### src/hdl/wpm_defines.svh
/*
  Offsets, field positions, reset values and counts of the wake pattern
  match register bank. Assumes inclusion by bare name from hdl/.
*/
`ifndef WPM_DEFINES_SVH
`define WPM_DEFINES_SVH

// =========================================================
// Register indices (printed offsets, byte address = 4 * index)
`define WPM_IDX_P0_MASK3 8'h3a
`define WPM_IDX_P1_CRC_LO 8'h40
`define WPM_IDX_P1_CRC_HI 8'h42
`define WPM_IDX_P1_MASK0 8'h44
`define WPM_IDX_P1_MASK1 8'h46
`define WPM_IDX_P1_MASK2 8'h48
`define WPM_IDX_P1_MASK3 8'h4a
`define WPM_IDX_P2_CRC_LO 8'h50
`define WPM_IDX_P2_CRC_HI 8'h52
`define WPM_IDX_P2_MASK0 8'h54
`define WPM_IDX_P2_MASK1 8'h56
`define WPM_IDX_P2_MASK2 8'h58
`define WPM_IDX_P2_MASK3 8'h5a
`define WPM_IDX_WAKE_CTRL 8'h2a
// Own registers for event status, clear and interrupt enable
`define WPM_IDX_EVT_STATUS 8'h80
`define WPM_IDX_EVT_CLEAR 8'h81
`define WPM_IDX_EVT_ENABLE 8'h82

// =========================================================
// Fields and values
`define WPM_CTRL_P1_EN_BIT 1
`define WPM_CTRL_P2_EN_BIT 2
`define WPM_CTRL_MASK 16'h0006
`define WPM_REG_RESET 16'h0000
`define WPM_CHECK_BYTES 7'h40
`define WPM_CRC_INIT 32'hffffffff
`define WPM_CRC_POLY 32'hedb88320

`endif

### src/hdl/wpm_pkg.sv
/*
  Types of the wake pattern match register bank.
  Assumes nothing of its surroundings.
*/
package wpm_pkg;
  // =========================================================
  // Per-pattern checker states
  typedef enum logic [1:0] {
    WPM_IDLE = 2'b00, // Waiting for frame start
    WPM_RUN = 2'b01, // Within the first 64 bytes
    WPM_DONE = 2'b10 // Past byte 64, waiting for frame end
  } wpm_state_t;
endpackage : wpm_pkg

### src/hdl/wpm_crc32.sv
/*
  One byte step of the reflected Ethernet CRC-32.
  Assumes the caller holds the running value in its own register.
*/
`include "wpm_defines.svh"
module wpm_crc32 (
  input wire logic [31:0] crc_in,
  input wire logic [7:0] data,
  output logic [31:0] crc_out
);
  // =========================================================
  // Bitwise byte update, LSB first as sent on the wire
  always_comb begin
    logic [31:0] c;
    c = crc_in;
    for (int i = 0; i < 8; i++) begin
      if (c[0] ^ data[i]) begin
        c = (c >> 1) ^ `WPM_CRC_POLY;
      end else begin
        c = c >> 1;
      end
    end
    crc_out = c;
  end
endmodule : wpm_crc32

### src/hdl/wpm_checker.sv
/*
  Checks one wake pattern against a received frame.
  Assumes rx bytes arrive with a start marker on byte one and a last marker.
*/
`include "wpm_defines.svh"
module wpm_checker
  import wpm_pkg::*;
(
  input wire logic pclk,
  input wire logic presetn,
  input wire logic enable,
  input wire logic [63:0] mask,
  input wire logic [31:0] expect_crc,
  input wire logic rx_valid,
  input wire logic rx_sof,
  input wire logic rx_eof,
  input wire logic [7:0] rx_data,
  output logic hit
);
  // =========================================================
  // State
  wpm_state_t state_q;
  logic [6:0] idx_q; // Byte index within the frame
  logic [31:0] crc_q; // Running CRC
  logic [31:0] crc_next;
  logic [5:0] pos;
  logic use_byte;
  logic [31:0] crc_upd;
  logic last_check;

  // Position 0 for byte one, restarting on a start marker
  assign pos = (rx_sof) ? 6'h00 : idx_q[5:0];
  // Mask bit n selects byte n+1
  assign use_byte = mask[pos];

  wpm_crc32 u_crc (
    .crc_in(rx_sof ? `WPM_CRC_INIT : crc_q),
    .data(rx_data),
    .crc_out(crc_next)
  );

  // Skip unselected bytes entirely
  assign crc_upd = use_byte ? crc_next : (rx_sof ? `WPM_CRC_INIT : crc_q);
  // Check ends at byte 64 or a shorter frame's end
  assign last_check = (pos == 6'h3f) || rx_eof;

  // =========================================================
  // Walk the first 64 bytes, later bytes are ignored
  always_ff @(posedge pclk or negedge presetn) begin
    if (!presetn) begin
      state_q <= WPM_IDLE;
      idx_q <= 7'h00;
      crc_q <= `WPM_CRC_INIT;
      hit <= 1'b0;
    end else begin
      hit <= 1'b0;
      if (rx_valid && (rx_sof || state_q == WPM_RUN)) begin
        crc_q <= crc_upd;
        idx_q <= {1'b0, pos} + 7'h01;
        if (last_check) begin
          // Match only while enabled, final value is complemented
          hit <= enable && ((~crc_upd) == expect_crc);
          state_q <= rx_eof ? WPM_IDLE : WPM_DONE;
        end else begin
          state_q <= WPM_RUN;
        end
      end else if (rx_valid && rx_eof) begin
        state_q <= WPM_IDLE;
      end
    end
  end
endmodule : wpm_checker

### src/hdl/wpm_regs.sv
/*
  Wake pattern match register bank: APB slave, pattern 1 and 2 checkers,
  sticky wake events and interrupt.
  Assumes an APB master on pclk and a byte stream from the receive MAC.
*/
// What this block does
// - Mask word 0 bits select bytes 1-16
// - Mask word 1 bits select bytes 17-32
// - Mask word 2 bits select bytes 33-48
// - Mask word 3 bits select bytes 49-64
// - Bytes past sixty-four never checked
// - CRC only over mask-selected bytes
// - Low CRC register holds bits 15-0
// - High CRC register holds bits 31-16
// - Pattern checked only when enabled
`include "wpm_defines.svh"
module wpm_regs
  import wpm_pkg::*;
(
  input wire logic pclk,
  input wire logic presetn,
  input wire logic psel,
  input wire logic penable,
  input wire logic pwrite,
  input wire logic [11:0] paddr,
  input wire logic [31:0] pwdata,
  input wire logic [3:0] pstrb,
  output logic [31:0] prdata,
  output logic pready,
  output logic pslverr,
  input wire logic rx_valid,
  input wire logic rx_sof,
  input wire logic rx_eof,
  input wire logic [7:0] rx_data,
  output logic [15:0] pattern0_mask_word3,
  output logic wake_irq
);
  // =========================================================
  // Registers
  logic [15:0] wake_control_register_q; // Pattern enables
  logic [15:0] p1_crc_lo_q, p1_crc_hi_q, p2_crc_lo_q, p2_crc_hi_q;
  logic [15:0] p0_mask3_q;
  logic [15:0] p1_mask_q [4]; // Indexed by mask word
  logic [15:0] p2_mask_q [4];
  logic [1:0] evt_status_q; // Sticky wake events
  logic [1:0] evt_enable_q; // Interrupt enables
  logic [1:0] hit;
  logic wr, rd, hit_addr;
  logic [7:0] idx;
  logic [15:0] rdata;

  // Decode the register index from the word address
  function automatic logic [7:0] reg_index(input logic [11:0] a);
    return a[9:2];
  endfunction : reg_index

  // Merge byte strobes into a 16-bit register
  function automatic logic [15:0] merge(input logic [15:0] old, input logic [31:0] d,
                                        input logic [3:0] s);
    return {s[1] ? d[15:8] : old[15:8], s[0] ? d[7:0] : old[7:0]};
  endfunction : merge

  assign idx = reg_index(paddr);
  // Zero wait states; unaligned addresses are errors
  assign pready = 1'b1;
  assign wr = psel && penable && pwrite && !pslverr;
  assign rd = psel && !pwrite;
  assign pattern0_mask_word3 = p0_mask3_q;
  assign wake_irq = |(evt_status_q & evt_enable_q);

  // =========================================================
  // Read decode, also flags unmapped addresses
  always_comb begin
    rdata = 16'h0000;
    hit_addr = 1'b1;
    case (idx)
      `WPM_IDX_WAKE_CTRL: rdata = wake_control_register_q;
      `WPM_IDX_P0_MASK3: rdata = p0_mask3_q;
      `WPM_IDX_P1_CRC_LO: rdata = p1_crc_lo_q;
      `WPM_IDX_P1_CRC_HI: rdata = p1_crc_hi_q;
      `WPM_IDX_P1_MASK0: rdata = p1_mask_q[0];
      `WPM_IDX_P1_MASK1: rdata = p1_mask_q[1];
      `WPM_IDX_P1_MASK2: rdata = p1_mask_q[2];
      `WPM_IDX_P1_MASK3: rdata = p1_mask_q[3];
      `WPM_IDX_P2_CRC_LO: rdata = p2_crc_lo_q;
      `WPM_IDX_P2_CRC_HI: rdata = p2_crc_hi_q;
      `WPM_IDX_P2_MASK0: rdata = p2_mask_q[0];
      `WPM_IDX_P2_MASK1: rdata = p2_mask_q[1];
      `WPM_IDX_P2_MASK2: rdata = p2_mask_q[2];
      `WPM_IDX_P2_MASK3: rdata = p2_mask_q[3];
      `WPM_IDX_EVT_STATUS: rdata = {14'h0000, evt_status_q};
      `WPM_IDX_EVT_CLEAR: rdata = 16'h0000; // Write only
      `WPM_IDX_EVT_ENABLE: rdata = {14'h0000, evt_enable_q};
      default: hit_addr = 1'b0;
    endcase
  end

  // Error on unmapped or out-of-range access, in the access phase
  // Byte offsets inside a word are refused, since each register is one word
  assign pslverr = psel && penable &&
      (!hit_addr || paddr[11:10] != 2'b00 || paddr[1:0] != 2'b00);

  // =========================================================
  // Read data register, captured on the setup cycle
  always_ff @(posedge pclk or negedge presetn) begin
    if (!presetn) begin
      prdata <= 32'h00000000;
    end else if (rd && !penable) begin
      prdata <= {16'h0000, rdata};
    end
  end

  // =========================================================
  // Configuration writes
  always_ff @(posedge pclk or negedge presetn) begin
    if (!presetn) begin
      wake_control_register_q <= `WPM_REG_RESET;
      p0_mask3_q <= `WPM_REG_RESET;
      p1_crc_lo_q <= `WPM_REG_RESET;
      p1_crc_hi_q <= `WPM_REG_RESET;
      p2_crc_lo_q <= `WPM_REG_RESET;
      p2_crc_hi_q <= `WPM_REG_RESET;
      evt_enable_q <= 2'b00;
      for (int i = 0; i < 4; i++) begin
        p1_mask_q[i] <= `WPM_REG_RESET;
        p2_mask_q[i] <= `WPM_REG_RESET;
      end
    end else if (wr) begin
      case (idx)
        `WPM_IDX_WAKE_CTRL: wake_control_register_q <=
            merge(wake_control_register_q, pwdata, pstrb) & `WPM_CTRL_MASK;
        `WPM_IDX_P0_MASK3: p0_mask3_q <= merge(p0_mask3_q, pwdata, pstrb);
        `WPM_IDX_P1_CRC_LO: p1_crc_lo_q <= merge(p1_crc_lo_q, pwdata, pstrb);
        `WPM_IDX_P1_CRC_HI: p1_crc_hi_q <= merge(p1_crc_hi_q, pwdata, pstrb);
        `WPM_IDX_P1_MASK0: p1_mask_q[0] <= merge(p1_mask_q[0], pwdata, pstrb);
        `WPM_IDX_P1_MASK1: p1_mask_q[1] <= merge(p1_mask_q[1], pwdata, pstrb);
        `WPM_IDX_P1_MASK2: p1_mask_q[2] <= merge(p1_mask_q[2], pwdata, pstrb);
        `WPM_IDX_P1_MASK3: p1_mask_q[3] <= merge(p1_mask_q[3], pwdata, pstrb);
        `WPM_IDX_P2_CRC_LO: p2_crc_lo_q <= merge(p2_crc_lo_q, pwdata, pstrb);
        `WPM_IDX_P2_CRC_HI: p2_crc_hi_q <= merge(p2_crc_hi_q, pwdata, pstrb);
        `WPM_IDX_P2_MASK0: p2_mask_q[0] <= merge(p2_mask_q[0], pwdata, pstrb);
        `WPM_IDX_P2_MASK1: p2_mask_q[1] <= merge(p2_mask_q[1], pwdata, pstrb);
        `WPM_IDX_P2_MASK2: p2_mask_q[2] <= merge(p2_mask_q[2], pwdata, pstrb);
        `WPM_IDX_P2_MASK3: p2_mask_q[3] <= merge(p2_mask_q[3], pwdata, pstrb);
        `WPM_IDX_EVT_ENABLE: evt_enable_q <= pwdata[1:0];
        default: ;
      endcase
    end
  end

  // =========================================================
  // Sticky events; a hit in the clearing cycle wins
  always_ff @(posedge pclk or negedge presetn) begin
    if (!presetn) begin
      evt_status_q <= 2'b00;
    end else begin
      if (wr && idx == `WPM_IDX_EVT_CLEAR) begin
        evt_status_q <= (evt_status_q & ~pwdata[1:0]) | hit;
      end else begin
        evt_status_q <= evt_status_q | hit;
      end
    end
  end

  // =========================================================
  // Pattern checkers; mask words concatenate with word 0 lowest
  wpm_checker u_chk1 (
    .pclk(pclk),
    .presetn(presetn),
    .enable(wake_control_register_q[`WPM_CTRL_P1_EN_BIT]),
    .mask({p1_mask_q[3], p1_mask_q[2], p1_mask_q[1], p1_mask_q[0]}),
    .expect_crc({p1_crc_hi_q, p1_crc_lo_q}),
    .rx_valid(rx_valid),
    .rx_sof(rx_sof),
    .rx_eof(rx_eof),
    .rx_data(rx_data),
    .hit(hit[0])
  );

  wpm_checker u_chk2 (
    .pclk(pclk),
    .presetn(presetn),
    .enable(wake_control_register_q[`WPM_CTRL_P2_EN_BIT]),
    .mask({p2_mask_q[3], p2_mask_q[2], p2_mask_q[1], p2_mask_q[0]}),
    .expect_crc({p2_crc_hi_q, p2_crc_lo_q}),
    .rx_valid(rx_valid),
    .rx_sof(rx_sof),
    .rx_eof(rx_eof),
    .rx_data(rx_data),
    .hit(hit[1])
  );

  // =========================================================
  // Assertions
  a_irq_level: assert property (@(posedge pclk) disable iff (!presetn)
    wake_irq == |(evt_status_q & evt_enable_q)) else $error("irq level wrong");
  a_hit_sticks: assert property (@(posedge pclk) disable iff (!presetn)
    hit[0] |=> evt_status_q[0]) else $error("event 1 not latched");
  a_hit2_sticks: assert property (@(posedge pclk) disable iff (!presetn)
    hit[1] |=> evt_status_q[1]) else $error("event 2 not latched");
  a_disabled_quiet: assert property (@(posedge pclk) disable iff (!presetn)
    !wake_control_register_q[`WPM_CTRL_P1_EN_BIT] |=> !hit[0]) else $error("hit while off");
  a_disabled2_quiet: assert property (@(posedge pclk) disable iff (!presetn)
    !wake_control_register_q[`WPM_CTRL_P2_EN_BIT] |=> !hit[1]) else $error("hit2 while off");
  a_crc_lo_write: assert property (@(posedge pclk) disable iff (!presetn)
    wr && idx == `WPM_IDX_P1_CRC_LO && pstrb[1:0] == 2'b11 |=> p1_crc_lo_q == $past(pwdata[15:0]))
    else $error("crc low write lost");
  a_crc_hi_write: assert property (@(posedge pclk) disable iff (!presetn)
    wr && idx == `WPM_IDX_P2_CRC_HI && pstrb[1:0] == 2'b11 |=> p2_crc_hi_q == $past(pwdata[15:0]))
    else $error("crc high write lost");
  a_mask_write: assert property (@(posedge pclk) disable iff (!presetn)
    wr && idx == `WPM_IDX_P1_MASK3 && pstrb[1:0] == 2'b11 |=> p1_mask_q[3] == $past(pwdata[15:0]))
    else $error("mask write lost");
  c_hit1: cover property (@(posedge pclk) disable iff (!presetn) hit[0]);
  c_hit2: cover property (@(posedge pclk) disable iff (!presetn) hit[1]);
  c_irq: cover property (@(posedge pclk) disable iff (!presetn) $rose(wake_irq));
endmodule : wpm_regs

### config.mk
export PLATFORM = sky130hd
export DESIGN_NAME = wpm_regs
export DESIGN_NICKNAME = d
export VERILOG_FILES = /design/src/hdl/wpm_pkg.sv /design/src/hdl/wpm_crc32.sv /design/src/hdl/wpm_checker.sv /design/src/hdl/wpm_regs.sv
export VERILOG_INCLUDE_DIRS = /design/src /design/src/hdl
export SDC_FILE = /design/constraint.sdc
export NUM_CORES = 1
export LEC_CHECK = 0
export BUFFER_PORTS_ARGS = -buffer_cell sky130_fd_sc_hd__buf_2
export CAP_MARGIN = 30
export CORE_UTILIZATION = 30
export CTS_CLUSTER_DIAMETER = 60
export DETAILED_ROUTE_END_ITERATION = 10
export GPL_ROUTABILITY_DRIVEN = 0
export GPL_TIMING_DRIVEN = 0
export PLACE_DENSITY = 0.56
export SLEW_MARGIN = 10
export SYNTH_ARGS = -nofsm -noshare
export SYNTH_HDL_FRONTEND = slang
export SYNTH_HIERARCHICAL = 1
export SYNTH_SLANG_ARGS = --single-unit
### constraint.sdc
create_clock -name pclk -period 3.67 [get_ports pclk]
set_clock_uncertainty 0.1 [all_clocks]
set_input_delay 0.367 -clock pclk [delete_from_list [all_inputs] [get_ports pclk]]
set_output_delay 0.367 -clock pclk [all_outputs]
set_load 0.02 [all_outputs]
==> flow_metrics.py <==
metrics = {
    "yosys": {
        "ys_seq_elements": 312,
        "yosysSeqAreaShare_pct": 39.9,
        "synth_area_per_cell_um2": 11.1,
        "synthCells": 1784,
        "synth_area_leader_cell": "dfrtp_1",
        "synth.top_cell.area_share_pct": 31.4,
        "yosysUniqueCellTypes": 100,
        "yosys_warnings": 6,
        "async_flop_share_pct": 100,
        "synthTopCellsByArea": "dfrtp_1 31%, mux2_2 13%, dfstp_2 8.5%",
        "synth-main-ff-cell": "dfrtp_1",
        "synth-edff-count": 0,
        "synth.cell_area_um2": 19800,
    },
    "timing": {
        "finalHoldViolations": 0,
        "rsz0062_at_grt": "yes",
        "fmax_mhz": 279,
        "finalSetupViolations": 0,
        "final-max-slew-violation-count": 0,
        "worstMarginPinSlew_ns": 1.08,
        "maxSlewHeadroom_pct": 27.6,
        "min_period_ns": 3.58,
        "finalCritPeriodShare_pct": 97.6,
    },
    "route": {
        "first_pass_iters": 6,
        "wl_mm": 76.8,
        "drc": 0,
        "vias": 16200,
        "routedWlPerCell_um": 26.9,
        "antenna_left": 0,
        "drtIter0Drc": 1971,
        "avgViaCountPerCell": 5.68,
    },
    "global_route": {
        "grt_use_total_pct": 22.6,
        "grt_pass1_vias": 15900,
        "grt_max_degree": 109,
        "overflow": 0,
        "antenna_found_initial": 5,
        "grt_pass1_wl_mm": 112,
    },
    "pwr": {
        "peakVddDrop_v": 0.000410,
        "powerDensity_nw_per_um2": 602,
        "power_switching_w": 0.00515,
        "seq_power_share_pct": 29.1,
        "swShare_pct": 36.1,
        "p_leak_nw": 10.2,
        "pwr-share-clk_pct": 29.0,
        "combPwrFrac_pct": 41.9,
        "p_int_w": 0.00913,
    },
    "layout": {
        "area_growth_pct": 20.0,
        "nets": 2036,
        "stdcell_area_um2": 23700,
        "fillCellCount": 6367,
        "drive_above_1_share_pct": 37.3,
        "final_cells": 2856,
    },
    "floorplanning": {
        "start_util_pct": 30.5,
        "rows": 93,
        "dieArea_um2": 67000,
        "core-area_um2": 64800,
        "io_pins": 115,
        "die_w_um": 259,
        "die_h_um": 259,
    },
    "setup_path": {
        "crit_arrival_ns": 3.97,
        "start_kind": "input pin",
        "crit_fanout": 11,
        "setup.worst_path.class": "input pin to flop",
        "endpoint_kind": "flop",
        "worst-endpoint-required_ns": 4.06,
    },
    "clocking": {
        "cts.sinks": 312,
        "insertion_delay_ns": 0.57,
        "clk_pin_slew_ns": 0.06,
        "clockBufferDepth": 3,
        "cts_buffers": 41,
        "cts_tree": "yes",
        "h-tree-depth": 2,
        "root_buffer": "clkbuf_16",
    },
    "run_status": {
        "status": "complete, no violations",
    },
    "placed_design": {
        "numPortBuffers": 75,
        "hpwlAfterDp_mm": 57.3,
        "dp.cells": 2735,
        "placed_area_um2": 21500,
    },
    "min_path": {
        "hp-class": "input pin to flop",
    },
    "flow_run": {
        "drv_cap": 0,
    },
}
critical path, cell delays in order:
cell and delay [ns]:
buf_6 0.14, buf_6 0.16, buf_6 0.15, clkbuf_8 0.17, clkbuf_8 0.18, nor2_1 0.17, inv_1 0.12, xnor2_4 0.19
buf_4 0.18, xnor2_4 0.35, xnor2_1 0.15, xnor2_1 0.41, nor2b_1 0.20, o22ai_1 0.09, a22oi_1 0.20, o211a_1 0.21
nand4b_1 0.19, nor4_2 0.30
power groups by stage:
stage	sequential, W	clock, W	combinational (W)
2_1_floorplan	0.00415	0	0.00381
3_5_place_dp	0.00419	0	0.00510
4_1_cts	0.00415	0.00419	0.00544
3_3_place_gp	0.00418	0	0.00505
6_report	0.00416	0.00414	0.00599
5_1_grt	0.00420	0.00432	0.00632
kinds of logic after synthesis:
| family | Yosys count | synth area share (%) |
|---|---|---|
| AOI/OAI and AO/OA | 385 | 14.7 |
| xor gates and xnor gates | 179 | 9.51 |
| adders and majority gates | 2 | 0.126 |
| buffers and inverters | 164 | 4.48 |
| DFF | 312 | 39.9 |
| muxes | 323 | 18.3 |
| other | 2 | 0.0380 |
| and+or+nand+nor | 417 | 13.0 |
state kept, by name (all words and copies together) (netlist names):
signal and count:
u_chk1/state_q 2, prdata 16, u_chk2/state_q 2, p1_mask_q 64, u_chk1/idx_q 6, p2_crc_hi_q 16
evt_status_q 2, u_chk2/idx_q 6, evt_enable_q 2, u_chk1/hit 1, u_chk1/crc_q 32, u_chk2/hit 1
pattern0_mask_word3 16, p2_mask_q 64, wake_control_register_q 2, p2_crc_lo_q 16, p1_crc_hi_q 16, p1_crc_lo_q 16
u_chk2/crc_q 32
routing by layer:
metal / global-route usage, % / part of all wire, %
met5: 0 / 0
met4: 10.9 / 5.5
met3: 3.21 / 7.7
met1: 30.4 / 42
met2: 35.7 / 45
layout by cell type, fill, tap and decap left out, drive strengths merged, types with 46 or more instances in the layout:
master    n
nand2    66
mux2    240
buf     199
xor2     65
nor2     99
dfstp    64
nor2b    46
dfrtp   248
or2      51
o22a     69
clkbuf  104
mux2i    77
xnor2   108
final timing paths:
check,from,to,slack [ns],cells after the start
max in group asynchronous,presetn,p1_crc_lo_q[15],2.07,4
max reg2reg,u_chk1/idx_q[0],u_chk1/hit,0.14,13
max,rx_sof,u_chk1/hit,0.09,18
min,pwdata[2],p1_mask_q[50],0.02,2
min reg2reg,u_chk2/hit,evt_status_q[1],0.34,1
min in group asynchronous,presetn,pattern0_mask_word3[3],0.21,2
stage by stage:
step / total power [W] / hold WS [ns] / setup slack [ns] / util (%) / setup TNS [ns]
final: 0.0143 / 0.0197 / 0.0898 / 36.6 / 0
after global routing: 0.0148 / 0.0247 / -0.0359 / 36.6 / -0.0404
after CTS: 0.0138 / 0.000403 / 0.00273 / 36.0 / 0
after detailed placement: 0.00928 / 0.211 / -1.47 / 33.1 / -10.42
after global placement: 0.00923 / 0.323 / -3.94 / 32.9 / -1096.85
after floorplan: 0.00797 / -0.0286 / -0.138 / - / -0.138
synthesized netlist by cell type, drive strengths merged (7+ instances only):
cell type	n
a221oi	24
dfrtp	248
mux2	240
a22oi	38
clkbuf	49
nor2b	46
or3	11
a2111oi	9
a211oi	10
and3	11
nor2	99
o22a	69
xnor2	108
buf	82
mux2i	77
nand3	27
nand2	66
or2	51
inv	33
a22o	17
nor3	16
nand3b	14
a21o	12
o21ai	41
dfstp	64
o22ai	26
nor4	15
a221o	7
a32oi	11
nand2b	11
o211ai	22
xor2	65
a21oi	41
and2	24
cell type report:
type / instances / area [um^2] / share of cell area (%)
Buffer: 130 / 820 / 3.45
Clock buffer: 53 / 1170 / 4.94
Timing Repair Buffer: 129 / 885 / 3.73
Inverter: 33 / 124 / 0.522
Sequential cell: 312 / 7890 / 33.2
Multi-Input combinational cell: 1323 / 11600 / 48.8
Clock inverter: 20 / 203 / 0.854
Antenna cell: 1 / 2.50 / 0.0105
Tap cell: 855 / 1070 / 4.51
timing repair:
| item | 4_1_cts | 5_1_grt |
|---|---|---|
| hold buffers | 8 | 0 |
| buffers inserted | 15 | 25 |
| gates resized for setup | 49 | 47 |
| cloned | 0 | 0 |
| hold endpoints to repair | 61 | 0 |
| pin swaps | 9 | 17 |
| endpoints found under the setup margin | 2 | 12 |
Power figures use the tool's default switching activity.
